File: src/rtl/cmd_decoder_pkg.sv
// Purpose: Shared constants and types for the direct command decoder
// Assumes: Commands arrive as single bytes with a one-cycle valid strobe
// Notes: Codes and enable requirements follow the command table
package cmd_decoder_pkg;

	localparam logic [7:0] CMD_SET_DEFAULT_A = 8'hC0;
	localparam logic [7:0] CMD_SET_DEFAULT_B = 8'hC1;
	localparam logic [7:0] CMD_STOP_ALL_A = 8'hC2;
	localparam logic [7:0] CMD_STOP_ALL_B = 8'hC3;
	localparam logic [7:0] CMD_TX_CRC = 8'hC4;
	localparam logic [7:0] CMD_TX_NOCRC = 8'hC5;
	localparam logic [7:0] CMD_TX_REQA = 8'hC6;
	localparam logic [7:0] CMD_TX_WUPA = 8'hC7;
	localparam logic [7:0] CMD_FIELD_INIT = 8'hC8;
	localparam logic [7:0] CMD_FIELD_RESP = 8'hC9;
	localparam logic [7:0] CMD_GO_SENSE = 8'hCD;
	localparam logic [7:0] CMD_GO_SLEEP = 8'hCE;
	localparam logic [7:0] CMD_MASK_RX = 8'hD0;
	localparam logic [7:0] CMD_UNMASK_RX = 8'hD1;
	localparam logic [7:0] CMD_AM_TOGGLE = 8'hD2;
	localparam logic [7:0] CMD_MEAS_AMP = 8'hD3;
	localparam logic [7:0] CMD_RX_GAIN = 8'hD5;
	localparam logic [7:0] CMD_ADJ_REG = 8'hD6;
	localparam logic [7:0] CMD_CAL_DRV = 8'hD8;
	localparam logic [7:0] CMD_MEAS_PHASE = 8'hD9;
	localparam logic [7:0] CMD_CLR_RSSI = 8'hDA;
	localparam logic [7:0] CMD_CLR_FIFO = 8'hDB;
	localparam logic [7:0] CMD_TRANSPARENT = 8'hDC;
	localparam logic [7:0] CMD_CAL_CAP = 8'hDD;
	localparam logic [7:0] CMD_MEAS_CAP = 8'hDE;
	localparam logic [7:0] CMD_MEAS_SUPPLY = 8'hDF;
	localparam logic [7:0] CMD_TMR_GP = 8'hE0;
	localparam logic [7:0] CMD_TMR_WAKE = 8'hE1;
	localparam logic [7:0] CMD_TMR_MASK = 8'hE2;
	localparam logic [7:0] CMD_TMR_NORESP = 8'hE3;
	localparam logic [7:0] CMD_TMR_PP2 = 8'hE4;
	localparam logic [7:0] CMD_TMR_NORESP_STOP = 8'hE8;
	localparam logic [7:0] CMD_SPACE_B = 8'hFB;
	localparam logic [7:0] CMD_TEST_ACCESS = 8'hFC;

	// Default busy time of a long-running command, in cycles
	localparam int EXEC_CYCLES_DEF = 16;

	// Enable requirement class of a command
	typedef enum logic [2:0] {
		REQ_ALL,
		REQ_EN,
		REQ_EN_TX,
		REQ_EN_RX,
		REQ_NOT_WU,
		REQ_NONE
	} req_t;

	// Operation-control enable bits
	typedef struct packed {
		logic main_en;
		logic rx_en;
		logic tx_en;
		logic wakeup_mode_bit;
	} op_ctrl_t;

	// One-cycle action strobes
	typedef struct packed {
		logic set_default;
		logic stop_all;
		logic tx_crc;
		logic tx_nocrc;
		logic tx_reqa;
		logic tx_wupa;
		logic field_init;
		logic field_resp;
		logic go_sense;
		logic go_sleep;
		logic rx_gain_reload;
		logic adjust_reg;
		logic cal_driver;
		logic meas_amp;
		logic meas_phase;
		logic clr_rssi;
		logic clr_fifo;
		logic transparent;
		logic cal_cap;
		logic meas_cap;
		logic meas_supply;
		logic tmr_gp;
		logic tmr_wake;
		logic tmr_mask;
		logic tmr_noresp;
		logic tmr_pp2;
		logic tmr_noresp_stop;
		logic test_access;
	} act_t;

	// Decode of one code
	typedef struct packed {
		logic known;
		logic chain;
		logic irq;
		logic timed;
		req_t req;
	} cmd_info_t;

endpackage

File: src/rtl/cmd_table.sv
// Purpose: Combinational lookup of command properties
// Assumes: Pure function of the code byte
// Notes: Unknown and reserved codes return known = 0
module cmd_table
	import cmd_decoder_pkg::*;
(
	input wire logic [7:0] code,
	output cmd_info_t info
);

	always_comb begin
		info = '{known: 1'b1, chain: 1'b1, irq: 1'b0, timed: 1'b0, req: REQ_EN};
		unique case (code)
			CMD_SET_DEFAULT_A, CMD_SET_DEFAULT_B: begin
				info.chain = 1'b0;
				info.req = REQ_ALL;
			end
			CMD_STOP_ALL_A, CMD_STOP_ALL_B, CMD_TX_CRC, CMD_TX_NOCRC, CMD_CLR_RSSI,
			CMD_CLR_FIFO, CMD_TMR_GP, CMD_TMR_MASK, CMD_TMR_NORESP, CMD_TMR_PP2,
			CMD_TMR_NORESP_STOP: begin
				info.req = REQ_EN;
			end
			CMD_TX_REQA, CMD_TX_WUPA, CMD_AM_TOGGLE: begin
				info.req = REQ_EN_TX;
			end
			CMD_FIELD_INIT, CMD_FIELD_RESP: begin
				info.irq = 1'b1;
				info.timed = 1'b1;
			end
			CMD_GO_SENSE, CMD_GO_SLEEP: begin
				info.req = REQ_EN_RX;
			end
			CMD_MASK_RX, CMD_UNMASK_RX, CMD_SPACE_B, CMD_TEST_ACCESS: begin
				info.req = REQ_ALL;
			end
			CMD_MEAS_AMP, CMD_MEAS_PHASE, CMD_CAL_CAP, CMD_MEAS_CAP: begin
				info.chain = 1'b0;
				info.irq = 1'b1;
				info.timed = 1'b1;
				info.req = REQ_ALL;
			end
			CMD_ADJ_REG, CMD_MEAS_SUPPLY: begin
				info.chain = 1'b0;
				info.irq = 1'b1;
				info.timed = 1'b1;
			end
			CMD_RX_GAIN, CMD_CAL_DRV, CMD_TRANSPARENT: begin
				info.chain = 1'b0;
			end
			CMD_TMR_WAKE: begin
				info.req = REQ_NOT_WU;
			end
			default: begin
				info = '{known: 1'b0, chain: 1'b0, irq: 1'b0, timed: 1'b0, req: REQ_NONE};
			end
		endcase
	end

endmodule // cmd_table

File: src/rtl/nfc_direct_command_decoder.sv
// Purpose: Decodes single-byte direct commands and dispatches their actions
// Assumes: CMD_VALID is a one-cycle strobe from the host interface, same clock
// Notes: Long commands hold BUSY and raise a completion pulse when done
module nfc_direct_command_decoder
	import cmd_decoder_pkg::*;
#(
	parameter int EXEC_CYCLES = EXEC_CYCLES_DEF
)
(
	input wire logic SYS_CLK,
	input wire logic RST_N,
	input wire logic CMD_VALID,
	input wire logic [7:0] CMD_CODE,
	input wire op_ctrl_t OP_CTRL,
	input wire logic POWER_DOWN,
	input wire logic I2C_MODE,
	input wire logic I2C_STOP,
	input wire logic FRAME_END,
	output act_t ACTION,
	output logic CMD_ACCEPTED,
	output logic CMD_REFUSED,
	output logic CHAIN_OK,
	output logic BUSY,
	output logic DONE_IRQ,
	output logic OSC_TEMP_EN,
	output logic RX_MASKED,
	output logic AM_MODULATED,
	output logic TARGET_SLEEP,
	output logic SPACE_B_EN,
	output logic TEST_EN,
	output logic TRANSPARENT_MODE
);

	localparam int CNT_W = $clog2(EXEC_CYCLES + 1);
	localparam logic [CNT_W-1:0] EXEC_LOAD = CNT_W'(EXEC_CYCLES);
	localparam logic [CNT_W-1:0] CNT_ONE = CNT_W'(1);

	typedef enum logic [1:0] {
		ST_IDLE,
		ST_EXEC
	} state_t;

	cmd_info_t info;
	logic req_met;
	logic accept;
	logic [7:0] code_r;
	state_t state_r;
	logic [CNT_W-1:0] cnt_r;
	logic exec_done;
	act_t act_nxt;
	cmd_info_t run_info;
	logic abort;

	// ------------------------------------------------------------
	// Decode
	// ------------------------------------------------------------
	cmd_table u_table (
		.code(CMD_CODE),
		.info(info)
	);

	// Properties of the long command now running
	cmd_table u_run_table (
		.code(code_r),
		.info(run_info)
	);

	always_comb begin
		unique case (info.req)
			REQ_ALL: req_met = 1'b1;
			REQ_EN: req_met = OP_CTRL.main_en;
			REQ_EN_TX: req_met = OP_CTRL.main_en & OP_CTRL.tx_en;
			REQ_EN_RX: req_met = OP_CTRL.main_en & OP_CTRL.rx_en;
			REQ_NOT_WU: req_met = ~OP_CTRL.wakeup_mode_bit;
			REQ_NONE: req_met = 1'b0;
			default: req_met = 1'b0;
		endcase
	end

	// New commands are refused while a long one runs, except set default and stop
	assign accept = CMD_VALID & info.known & req_met
		& ((state_r == ST_IDLE) | CMD_CODE == CMD_SET_DEFAULT_A | CMD_CODE == CMD_SET_DEFAULT_B
		| CMD_CODE == CMD_STOP_ALL_A | CMD_CODE == CMD_STOP_ALL_B);

	always_comb begin
		act_nxt = '0;
		if (accept) begin
			unique case (CMD_CODE)
				CMD_SET_DEFAULT_A, CMD_SET_DEFAULT_B: act_nxt.set_default = 1'b1;
				CMD_STOP_ALL_A, CMD_STOP_ALL_B: act_nxt.stop_all = 1'b1;
				CMD_TX_CRC: act_nxt.tx_crc = 1'b1;
				CMD_TX_NOCRC: act_nxt.tx_nocrc = 1'b1;
				CMD_TX_REQA: act_nxt.tx_reqa = 1'b1;
				CMD_TX_WUPA: act_nxt.tx_wupa = 1'b1;
				CMD_FIELD_INIT: act_nxt.field_init = 1'b1;
				CMD_FIELD_RESP: act_nxt.field_resp = 1'b1;
				CMD_GO_SENSE: act_nxt.go_sense = 1'b1;
				CMD_GO_SLEEP: act_nxt.go_sleep = 1'b1;
				CMD_RX_GAIN: act_nxt.rx_gain_reload = 1'b1;
				CMD_ADJ_REG: act_nxt.adjust_reg = 1'b1;
				CMD_CAL_DRV: act_nxt.cal_driver = 1'b1;
				CMD_MEAS_AMP: act_nxt.meas_amp = 1'b1;
				CMD_MEAS_PHASE: act_nxt.meas_phase = 1'b1;
				CMD_CLR_RSSI: act_nxt.clr_rssi = 1'b1;
				CMD_CLR_FIFO: act_nxt.clr_fifo = 1'b1;
				CMD_TRANSPARENT: act_nxt.transparent = 1'b1;
				CMD_CAL_CAP: act_nxt.cal_cap = 1'b1;
				CMD_MEAS_CAP: act_nxt.meas_cap = 1'b1;
				CMD_MEAS_SUPPLY: act_nxt.meas_supply = 1'b1;
				CMD_TMR_GP: act_nxt.tmr_gp = 1'b1;
				CMD_TMR_WAKE: act_nxt.tmr_wake = 1'b1;
				CMD_TMR_MASK: act_nxt.tmr_mask = 1'b1;
				CMD_TMR_NORESP: act_nxt.tmr_noresp = 1'b1;
				CMD_TMR_PP2: act_nxt.tmr_pp2 = 1'b1;
				CMD_TMR_NORESP_STOP: act_nxt.tmr_noresp_stop = 1'b1;
				CMD_TEST_ACCESS: act_nxt.test_access = 1'b1;
				default: act_nxt = '0;
			endcase
		end
	end

	// ------------------------------------------------------------
	// Strobes and acceptance flags
	// ------------------------------------------------------------
	always_ff @(posedge SYS_CLK) begin
		if (!RST_N) begin
			ACTION <= '0;
			CMD_ACCEPTED <= 1'b0;
			CMD_REFUSED <= 1'b0;
		end else begin
			ACTION <= act_nxt;
			CMD_ACCEPTED <= accept;
			CMD_REFUSED <= CMD_VALID & ~accept;
		end
	end

	// Chaining permission holds until the frame ends
	always_ff @(posedge SYS_CLK) begin
		if (!RST_N) begin
			CHAIN_OK <= 1'b0;
		end else if (accept) begin
			CHAIN_OK <= info.chain & ~info.timed;
		end else if (FRAME_END) begin
			CHAIN_OK <= 1'b0;
		end
	end

	// ------------------------------------------------------------
	// Execution of long commands
	// ------------------------------------------------------------
	assign exec_done = (state_r == ST_EXEC) && (cnt_r == CNT_ONE);

	// Set default and stop both end a running command at once
	assign abort = accept & (act_nxt.set_default | act_nxt.stop_all);

	always_ff @(posedge SYS_CLK) begin
		if (!RST_N) begin
			state_r <= ST_IDLE;
			cnt_r <= '0;
			code_r <= '0;
		end else if (abort) begin
			state_r <= ST_IDLE;
			cnt_r <= '0;
		end else begin
			unique case (state_r)
				ST_IDLE: begin
					if (accept && info.timed) begin
						state_r <= ST_EXEC;
						cnt_r <= EXEC_LOAD;
						code_r <= CMD_CODE;
					end
				end
				ST_EXEC: begin
					cnt_r <= cnt_r - CNT_ONE;
					if (exec_done) begin
						state_r <= ST_IDLE;
					end
				end
			endcase
		end
	end

	// Completion interrupt; a stopped command raises none
	always_ff @(posedge SYS_CLK) begin
		if (!RST_N) begin
			DONE_IRQ <= 1'b0;
			BUSY <= 1'b0;
		end else begin
			DONE_IRQ <= exec_done & run_info.irq & ~abort;
			BUSY <= ~abort & ((state_r == ST_EXEC) ? ~exec_done : (accept & info.timed));
		end
	end

	// Oscillator forced on for amplitude and phase measurements started in power-down
	always_ff @(posedge SYS_CLK) begin
		if (!RST_N) begin
			OSC_TEMP_EN <= 1'b0;
		end else if (accept && POWER_DOWN && (act_nxt.meas_amp || act_nxt.meas_phase)) begin
			OSC_TEMP_EN <= 1'b1;
		end else if (exec_done || abort) begin
			OSC_TEMP_EN <= 1'b0;
		end
	end

	// ------------------------------------------------------------
	// Persistent mode state
	// ------------------------------------------------------------
	always_ff @(posedge SYS_CLK) begin
		if (!RST_N || (accept && act_nxt.set_default)) begin
			RX_MASKED <= 1'b0;
		end else if (accept && CMD_CODE == CMD_MASK_RX) begin
			RX_MASKED <= 1'b1;
		end else if (accept && CMD_CODE == CMD_UNMASK_RX) begin
			RX_MASKED <= 1'b0;
		end
	end

	always_ff @(posedge SYS_CLK) begin
		if (!RST_N || (accept && act_nxt.set_default)) begin
			AM_MODULATED <= 1'b0;
		end else if (accept && CMD_CODE == CMD_AM_TOGGLE) begin
			AM_MODULATED <= ~AM_MODULATED;
		end
	end

	always_ff @(posedge SYS_CLK) begin
		if (!RST_N || (accept && act_nxt.set_default)) begin
			TARGET_SLEEP <= 1'b0;
		end else if (accept && act_nxt.go_sleep) begin
			TARGET_SLEEP <= 1'b1;
		end else if (accept && act_nxt.go_sense) begin
			TARGET_SLEEP <= 1'b0;
		end
	end

	// Second space lasts for the SPI frame, or until I2C stop
	always_ff @(posedge SYS_CLK) begin
		if (!RST_N || (accept && act_nxt.set_default)) begin
			SPACE_B_EN <= 1'b0;
		end else if (accept && CMD_CODE == CMD_SPACE_B) begin
			SPACE_B_EN <= 1'b1;
		end else if (I2C_MODE ? I2C_STOP : FRAME_END) begin
			SPACE_B_EN <= 1'b0;
		end
	end

	always_ff @(posedge SYS_CLK) begin
		if (!RST_N || (accept && act_nxt.set_default)) begin
			TEST_EN <= 1'b0;
		end else if (accept && act_nxt.test_access) begin
			TEST_EN <= 1'b1;
		end else if (FRAME_END || (I2C_MODE && I2C_STOP)) begin
			TEST_EN <= 1'b0;
		end
	end

	always_ff @(posedge SYS_CLK) begin
		if (!RST_N || (accept && act_nxt.set_default)) begin
			TRANSPARENT_MODE <= 1'b0;
		end else if (accept && act_nxt.transparent) begin
			TRANSPARENT_MODE <= 1'b1;
		end else if (FRAME_END) begin
			TRANSPARENT_MODE <= 1'b0;
		end
	end

endmodule // nfc_direct_command_decoder

File: config.mk
export PLATFORM = sky130hd
export DESIGN_NAME = nfc_direct_command_decoder
export DESIGN_NICKNAME = d
export VERILOG_FILES = /design/src/rtl/cmd_decoder_pkg.sv /design/src/rtl/cmd_table.sv /design/src/rtl/nfc_direct_command_decoder.sv
export SDC_FILE = /design/constraint.sdc
export NUM_CORES = 1
export LEC_CHECK = 0
export BUFFER_PORTS_ARGS = -buffer_cell sky130_fd_sc_hd__buf_2
export CAP_MARGIN = 20
export CORE_MARGIN = 4
export CORE_UTILIZATION = 49
export DETAILED_ROUTE_END_ITERATION = 8
export PLACE_DENSITY = 0.76
export REMOVE_ABC_BUFFERS = 1
export SYNTH_ARGS = -nofsm -noshare
export SYNTH_HDL_FRONTEND = slang
export SYNTH_SLANG_ARGS = --single-unit
File: constraint.sdc
create_clock -name SYS_CLK -period 2.4 [get_ports SYS_CLK]
set_input_delay 0.36 -clock SYS_CLK [delete_from_list [all_inputs] [get_ports SYS_CLK]]
set_output_delay 0.36 -clock SYS_CLK [all_outputs]
set_load 0.005 [all_outputs]
# After elaboration in Yosys (flattened, before gate mapping)
# Index checks and enable logic that the tools add are counted.
# op_classes
addsub	1
mul	0
div	0
magnitude_cmp	0
eq_ne	50
shifts	0
n_mux	55
bitwise_logic	24
n_reduce_logical	42
# ops
operator	count
8-bit equality test (second input constant)	42
1-bit 2-to-1 mux	46
34-bit OR reduction	1
28-bit 2-to-1 mux	1
23-bit OR reduction	1
18-bit OR reduction	1
8-bit OR reduction	2
3-bit case mux with 5 select lines	1
1-bit logical AND	14
2-bit nonzero test	7
1-bit bitwise AND	12
5-bit case mux with 2 select lines	1
10-bit OR reduction	1
2-bit OR reduction	4
1-bit inverter	7
3-bit by 2-bit equality test with 1-bit output (second input constant)	2
2-bit 2-to-1 mux	3
5-bit by 1-bit equality test with 1-bit output (second input constant)	1
5-bit 2-to-1 mux	1
1-bit bitwise OR	5
1-bit case mux with 5 select lines	1
5-bit by 1-bit subtractor with 5-bit output (second input constant)	1
1-bit logical OR	4
2-bit case mux with 2 select lines	1
11 further kinds	12
# word_totals
reg_bits	55
latchBits	0
ram_bits	0
romBits	0
inputBits	19
out_inout_bits	40
wordCells	215
n_memories	0

# Depth between registers and ports, before layout
# Gate-level depths: netlist (run 1).
# depth
ltp_word	13
depth_mapped	11

# Modules after synthesis
# A second synthesis (run 1) with hierarchy kept.
# hier_totals
hier_cells	349
area_unflattened_um2	2981.6
# by_module_without_submodules
mod	instances	cells_each	area_per_inst_um2
nfc_direct_command_decoder	1	217	2095.8
cmd_table	2	66	442.9

# Worst setup path after synthesis (run 1)
# No wires, ideal clock.
# synth_path
path_kind	input-to-reg
from	input CMD_CODE[3]
to	register ACTION[14] in the netlist's numbering
setup_time_ns	0.073
arrival_time_ns	2.539
required_ns	2.327
slack_ns	-0.212
path_stages	10
path_buffers	3
path_cell_list	buf_4 > or2_1 > buf_2 > o32a_1 > o31ai_1 > a2111oi_2 > a311o_1 > or4_4 > buf_6 > nor3_2
# synth_via
elab_chain_len	8
elab_cells_between_ends	56
# synth_rtl
element	line_no	source
start: declaration	nfc_direct_command_decoder.sv:13	input wire logic [7:0] CMD_CODE,
8-bit equality test (on tied branches)	-	
18-bit OR reduction (no line) (tied with other cells)	-	
3-bit case mux with 5 select lines	cmd_table.sv:13	unique case (code)
3-bit equality test (tied with other cells)	nfc_direct_command_decoder.sv:69	unique case (info.req)
1-bit case mux with 5 select lines	nfc_direct_command_decoder.sv:69	
1-bit bitwise AND	nfc_direct_command_decoder.sv:81	assign accept = CMD_VALID & info.known & req_met
1-bit bitwise AND	nfc_direct_command_decoder.sv:82	& ((state_r == ST_IDLE) | CMD_CODE == CMD_SET_DEFAULT_A | CMD_CODE == CMD_SET_DEFAULT_B
28-bit 2-to-1 mux (*)	nfc_direct_command_decoder.sv:87	if (accept) begin
end signal: assignment	nfc_direct_command_decoder.sv:131	ACTION <= act_nxt;
end: declaration	nfc_direct_command_decoder.sv:19	output act_t ACTION,
# Every way passes the cells marked *; elsewhere a longest branch is shown, timed or not.
# A chain may end at the register's enable or synchronous reset.

# Worst setup path after layout (run 1)
# layout_path
from	input CMD_CODE[0]
to	register ACTION[8] in the netlist's numbering
# layout_via
elab_chain_len	8
elab_cells_between_ends	56
# layout_rtl
element	line_no
8-bit equality test (on tied branches)	-
18-bit OR reduction (no line) (tied with other cells)	-
3-bit case mux with 5 select lines	cmd_table.sv:13
3-bit equality test (tied with other cells)	nfc_direct_command_decoder.sv:69
1-bit case mux with 5 select lines	nfc_direct_command_decoder.sv:69
1-bit bitwise AND	nfc_direct_command_decoder.sv:81
1-bit bitwise AND	nfc_direct_command_decoder.sv:82
2-bit AND reduction (no line)	-
# Several ways; a longest one is shown, not always the timed one.

==> results.py, run 1 <==
metrics = {
    "timing": {
        "timing.final.crit_period_ns": 2.37,
        "final_hold_viol_count": 0,
        "clock_skew_ns": 0.00260,
        "tightest_slew_ns": 0.373,
        "setup_violations": 0,
        "drv_slew": 0,
        "max_freq_ghz": 0.422,
        "timing.slew.headroom_pct": 74.9,
        "finalCritPeriodShare_pct": 98.7,
    },
    "route": {
        "wl_mm": 8.30,
        "drtIter0Drc": 181,
        "ant_nets": 0,
        "vias_per_cell": 5.54,
        "drt-pass1-iter-count": 4,
        "drcViolationCount": 0,
        "via_count": 2851,
        "wl_per_cell_um": 16.1,
    },
    "synth": {
        "synth.distinct_cells": 74,
        "synth_ff_type": "dfxtp_1",
        "yosysTopAreaCellShare_pct": 39.7,
        "synth.area.top_cells": "dfxtp_1, nand2_1, nor2_1",
        "syn_avg_cell_area_um2": 8.81,
        "syn_inst": 309,
        "ys_warn_count": 0,
        "async_reset_ff_share_pct": 0,
        "synth_edf_count": 0,
        "yosys.area.top_type": "dfxtp_1",
        "synth_area_um2": 2720,
        "ys_ff_latch": 54,
        "synth-seq-area-share_pct": 39.7,
    },
    "layout": {
        "largest_reg_flops": 28,
        "final_common_cell": "buf_4",
        "fill_cells": 399,
        "top_regs": "ACTION x28, code_r x8, cnt_r x5",
        "largest_register": "ACTION",
        "final_cell_mix": "buf_4, dfxtp_1, buf_2, nand2_1, nor2_1",
        "area_growth_pct": 46.0,
        "drive_gt1_share_pct": 45.8,
        "nNetsFinal": 465,
        "final_cells": 515,
        "diodes": 0,
        "final_cell_area_um2": 3970,
    },
    "global_route": {
        "grt_pass1_wl_mm": 12.8,
        "track_usage_pct": 24.7,
        "grt.overflow.total": 0,
        "antenna_found_initial": 0,
        "grt_pass1_vias": 2581,
        "grt_max_degree": 17,
    },
    "floorplan": {
        "start_util_pct": 52.0,
        "rows": 26,
        "ios": 59,
        "die_w_um": 82.5,
        "core_area_um2": 5240,
        "die_area_um2": 6810,
        "die_height_um": 82.5,
    },
    "placed_design": {
        "buffer_ports.inserted": 58,
        "placedCellCount": 496,
        "placed_cell_area_um2": 3600,
        "dp_hpwl_mm": 6.19,
        "routabilityCongestion": 0.913,
    },
    "clock_network": {
        "clock_sinks": 54,
        "clkTransAtPathRegs_ns": 0.10,
        "clk_path_buf_depth": 2,
        "cts_tree": "built",
        "holdBufCountCts": 0,
        "cts-htree-levels": 2,
        "clock_latency_ns": 0.31,
        "clockRootBuffer": "clkbuf_8",
        "numCtsBuffers": 5,
    },
    "worst_setup_path": {
        "startpoint_type": "primary input",
        "crit_slowest_cell": "or4_4",
        "end_kind": "register",
        "worstPathCellList": "buf_6 > or2b_1 > buf_4 > a211oi_1 > o21a_1 > o22ai_2 > a311o_2 > or4_4 > nor3_4",
        "slowest_delay_ns": 0.54,
        "required_ns": 2.64,
        "worstPathArrival_ns": 2.61,
        "crit_path_max_fanout": 13,
        "critical_path_buf_inv_count": 2,
        "crit_type": "in -> reg",
        "critical-path-top-delay-family": "simple AND/OR/NAND/NOR gates",
    },
    "worst_hold_path": {
        "hp-class": "in -> reg",
    },
    "run_status": {
        "status": "finished, final reports clean",
    },
    "pwr": {
        "cellPowerDensity_nw_per_um2": 445,
        "p_leak_nw": 1.68,
        "ir_drop_uv": 309,
    },
    "run": {
        "max_cap_violations": 0,
    },
}
-- per-layer routing --
metal | global-route usage [%] | share of wire [%]
met5 | 0 | 0
met4 | 5.07 | 1.0
met3 | 3.36 | 6.5
met2 | 40.1 | 47
met1 | 34.9 | 45
-- worst paths after layout --
kind / slack [ns] / start / cells after the start / end
min: 0.35 / I2C_STOP / 4 / SPACE_B_EN
max: 0.03 / CMD_CODE[0] / 9 / ACTION[8]
min reg2reg: 0.45 / code_r[5] / 2 / code_r[5]
max reg2reg: 0.55 / state_r[0] / 4 / ACTION[8]
-- Yosys cell counts, drive strengths merged, types with 2 or more instances --
master,count
a2111oi,2
a211oi,3
a21oi,11
a22oi,2
a31oi,2
and3,2
buf,17
clkbuf,7
dfxtp,54
ha,2
inv,9
mux2i,5
nand2,32
nand2b,11
nand3,12
nand3b,2
nand4,5
nand4b,7
nor2,25
nor2b,7
nor3,18
nor3b,2
nor4,5
nor4bb,2
o2111a,2
o211ai,2
o21a,5
o21ai,7
o22ai,3
o31a,2
o31ai,5
or2,3
or3,2
or4,6
or4b,3
xor2,2
-- power breakdown --
part | switching [W] | internal, W
clock | 0.000298 | 0.000265
combinational | 0.000152 | 0.000154
sequential | 0.000000804 | 0.000897
total | 0.000451 | 0.00132
-- timing repair --
item,4_1_cts,5_1_grt
gates cloned,1,0
setup buffers,0,10
resized for setup,11,35
pin swaps,1,16
setup endpoints to repair,21,35
-- tightest hold or removal path: stages --
cell and delay, ns:
buf_2 0.07, nand2_1 0.05, nand3_1 0.08, a21oi_1 0.06
-- metrics by stage --
step	worst slack, ns	hold WS, ns	setup TNS [ns]	power, W	util (%)
finish	0.0302	0.349	0	0.00177	75.9
floorplan	-0.366	0.405	-5.94	0.00101	-
global route	-0.00133	0.377	-0.00133	0.00184	75.9
global placement	-0.358	0.411	-13.22	0.00118	68.8
CTS	0.00506	0.342	0	0.00174	71.7
detailed placement	-0.408	0.430	-14.85	0.00118	68.8
-- cell type report --
class	instances	area, um2	area share, %
Clock buffer	7	96.3	2.42
Clock inverter	1	8.76	0.220
Inverter	9	33.8	0.850
Multi-Input combinational cell	223	1580	39.8
Sequential cell	54	1080	27.2
Tap cell	70	87.6	2.20
Timing Repair Buffer	151	1080	27.3
-- cells by family (layout without fill, tap and decap cells) --
logic type / Yosys count / after routing / share of synthesized area, %
muxes: 6 / 6 / 2.25
xor gates and xnor gates: 3 / 3 / 0.966
adders and majority gates: 2 / 2 / 0.919
and+or+nand+nor: 151 / 152 / 32.2
AOI/OAI and AO/OA: 60 / 60 / 16.9
DFF: 54 / 54 / 39.7
buffers and inverters: 33 / 168 / 7.03
(Power assumes the default switching activity.)
==> run 2: changes to the inputs <==
--- a/config.mk
+++ b/config.mk
@@ -7,7 +7,7 @@
 export LEC_CHECK = 0
 export BUFFER_PORTS_ARGS = -buffer_cell sky130_fd_sc_hd__buf_2
 export CAP_MARGIN = 20
-export CORE_MARGIN = 4
+export CORE_MARGIN = 10
 export CORE_UTILIZATION = 49
 export DETAILED_ROUTE_END_ITERATION = 8
 export PLACE_DENSITY = 0.76
==> run 2 against run 1 <==
Wire length grew 6.8%. Worst setup slack gained 0.040 ns. Sequential power is essentially flat. Cell area shrank 5.2%. Sequential share of layout area grew 1.5 points. Utilization shrank 6.6 points. Combinational power shrank 10%. Sequential cell count is the same. Final cell count shrank 2.5%. Clock-buffer cell count shrank 1. Die area grew 31%.
==> results.py, run 2 (synthesized netlist as in run 1, its figures left out) <==
metrics = {
    "pwr": {
        "p_sw_share_pct": 26.7,
        "ir_drop_uv": 255,
        "cellPowerDensity_nw_per_um2": 446,
        "combPwrFrac_pct": 16.3,
        "switchingPower_w": 0.000449,
        "seqPwrFrac_pct": 53.5,
        "p_leak_nw": 1.56,
        "power_w": 0.00168,
        "internal-power_w": 0.00123,
        "clockPowerShare_pct": 30.3,
    },
    "worst_setup_path": {
        "crit_type": "in -> reg",
        "startpoint_type": "primary input",
        "worstPathArrival_ns": 2.57,
        "r2r_slack_ns": 0.58,
        "required_ns": 2.64,
        "reg2reg_depth": 6,
        "crit_path_max_fanout": 8,
        "end_kind": "register",
        "r2r-start": "state_r[0]",
        "rr_endpoint": "code_r[2]",
    },
    "timing": {
        "max_freq_ghz": 0.429,
        "finalCritPeriodShare_pct": 97.1,
        "setup_violations": 0,
        "timing.slew.headroom_pct": 73.0,
        "finalWorstSetupSlack_ns": 0.0705,
        "timing.final.crit_period_ns": 2.33,
        "drv_slew": 0,
        "final_hold_viol_count": 0,
        "clock_skew_ns": 0.00443,
        "tightest_slew_ns": 0.402,
        "whs_ns": 0.321,
    },
    "worst_hold_path": {
        "whs_path_depth": 2,
        "hp-class": "in -> reg",
        "worstHoldStart": "CMD_VALID",
        "timing.hold.worst_endpoint": "CMD_REFUSED",
    },
    "floorplan": {
        "die_area_um2": 8930,
        "ios": 59,
        "core_area_um2": 5440,
        "die_w_um": 94.5,
        "rows": 27,
        "die_height_um": 94.5,
        "start_util_pct": 50.0,
    },
    "clock_network": {
        "cts_tree": "built",
        "clk_path_buf_depth": 2,
        "clock_sinks": 54,
        "numCtsBuffers": 5,
        "clkTransAtPathRegs_ns": 0.10,
        "holdBufCountCts": 0,
        "clockRootBuffer": "clkbuf_8",
        "cts-htree-levels": 2,
        "clock_latency_ns": 0.31,
    },
    "layout": {
        "seqCellArea_um2": 1080,
        "top_regs": "ACTION x28, code_r x8, cnt_r x5",
        "area_growth_pct": 38.5,
        "diodes": 0,
        "final_common_cell": "buf_4",
        "multiInputGateArea_um2": 1570,
        "largest_register": "ACTION",
        "final_cell_area_um2": 3770,
        "largest_reg_flops": 28,
        "drive_gt1_share_pct": 43.0,
        "nNetsFinal": 450,
        "final_cell_mix": "buf_4, buf_2, dfxtp_1, nand2_1, nor2_1",
        "fill_cells": 442,
        "fin_util_pct": 69.3,
    },
    "route": {
        "wl_per_cell_um": 17.7,
        "drtIter0Drc": 190,
        "drt-pass1-iter-count": 5,
        "vias_per_cell": 5.71,
        "drcViolationCount": 0,
        "wl_mm": 8.87,
        "ant_nets": 0,
        "via_count": 2868,
    },
    "placed_design": {
        "dp_hpwl_mm": 6.78,
        "placed_cell_area_um2": 3540,
        "buffer_ports.inserted": 58,
        "dp_slack_ns": -0.351,
        "routabilityCongestion": 0.956,
    },
    "global_route": {
        "grt_max_degree": 17,
        "grt.overflow.total": 0,
        "grt_pass1_vias": 2733,
        "grt_pass1_wl_mm": 13.6,
        "antenna_found_initial": 0,
        "track_usage_pct": 19.1,
    },
    "run_status": {
        "status": "finished, final reports clean",
    },
    "run": {
        "max_cap_violations": 0,
    },
}
==> run 2: cell count changes in the layout (fill, tap and decap cells not counted), moves of 2 or more <==
cell | previous run | this run
buf_4 | 88 | 77
buf_6 | 10 | 1
buf_2 | 50 | 55
clkbuf_8 | 7 | 5
==> run 2: layout make-up <==
| cell class | instances | area share, % |
|---|---|---|
| inverters | 9 | 0.896 |
| clock buffers | 6 | 1.93 |
| clock inverters | 2 | 0.365 |
| well taps | 72 | 2.39 |
| flip-flops and latches | 54 | 28.7 |
| repair buffers | 136 | 24.2 |
| multi-input cells | 223 | 41.5 |
==> run 2: repair_timing <==
| action | in CTS | in global routing |
|---|---|---|
| gates cloned | 1 | 0 |
| pin swaps | 2 | 4 |
| setup buffers | 1 | 1 |
| endpoints found under the hold margin | 0 | 0 |
| endpoints found under the setup margin | 12 | 46 |
| gates resized for setup | 9 | 18 |
==> run 2: through the flow <==
step	setup TNS (ns)	std cells
floorplan	-5.94	285
global placement	-12.43	491
detailed placement	-12.03	491
CTS	0	501
finish	0	502
global route	-0.00145	502
==> run 2: per-layer routing <==
| metal | routed length, um | vias to the layer above | GRT usage (%) |
|---|---|---|---|
| li1 | - | 1370 | - |
| met1 | 3780 | 1359 | 24.3 |
| met4 | 195 | 0 | 6.73 |
| met2 | 4290 | 120 | 31.4 |
| met3 | 606 | 19 | 3.81 |
| met5 | 0 | - | 0 |
==> run 2: worst max path at each step <==
stage / startpoint / end / slack, ns
detailed placement: CMD_CODE[0] / ACTION[8] / -0.35
CTS: CMD_CODE[0] / ACTION[8] / 0.0001
floorplan: CMD_CODE[5] / code_r[0] / -0.37
finish: CMD_CODE[5] / code_r[2] / 0.07
global route: CMD_CODE[5] / code_r[2] / -0.001
global placement: CMD_CODE[3] / ACTION[12] / -0.36
==> run 2: critical path: stages <==
cell and delay, ns:
buf_2 0.10, and3b_1 0.26, nand2_2 0.09, a2111oi_2 0.39, buf_4 0.19, nor3b_1 0.06
a311o_2 0.45, buf_4 0.17, nor2_2 0.14, buf_6 0.16, mux2i_1 0.20
==> run 2: power groups by stage <==
stage               Sequential [W]  Combinational [W]  Clock [W]
floorplan                 0.000919          0.0000874          0
global placement          0.000919           0.000246          0
detailed placement        0.000919           0.000248          0
CTS                       0.000898           0.000259   0.000511
global route              0.000898           0.000292   0.000540
finish                    0.000898           0.000273   0.000508
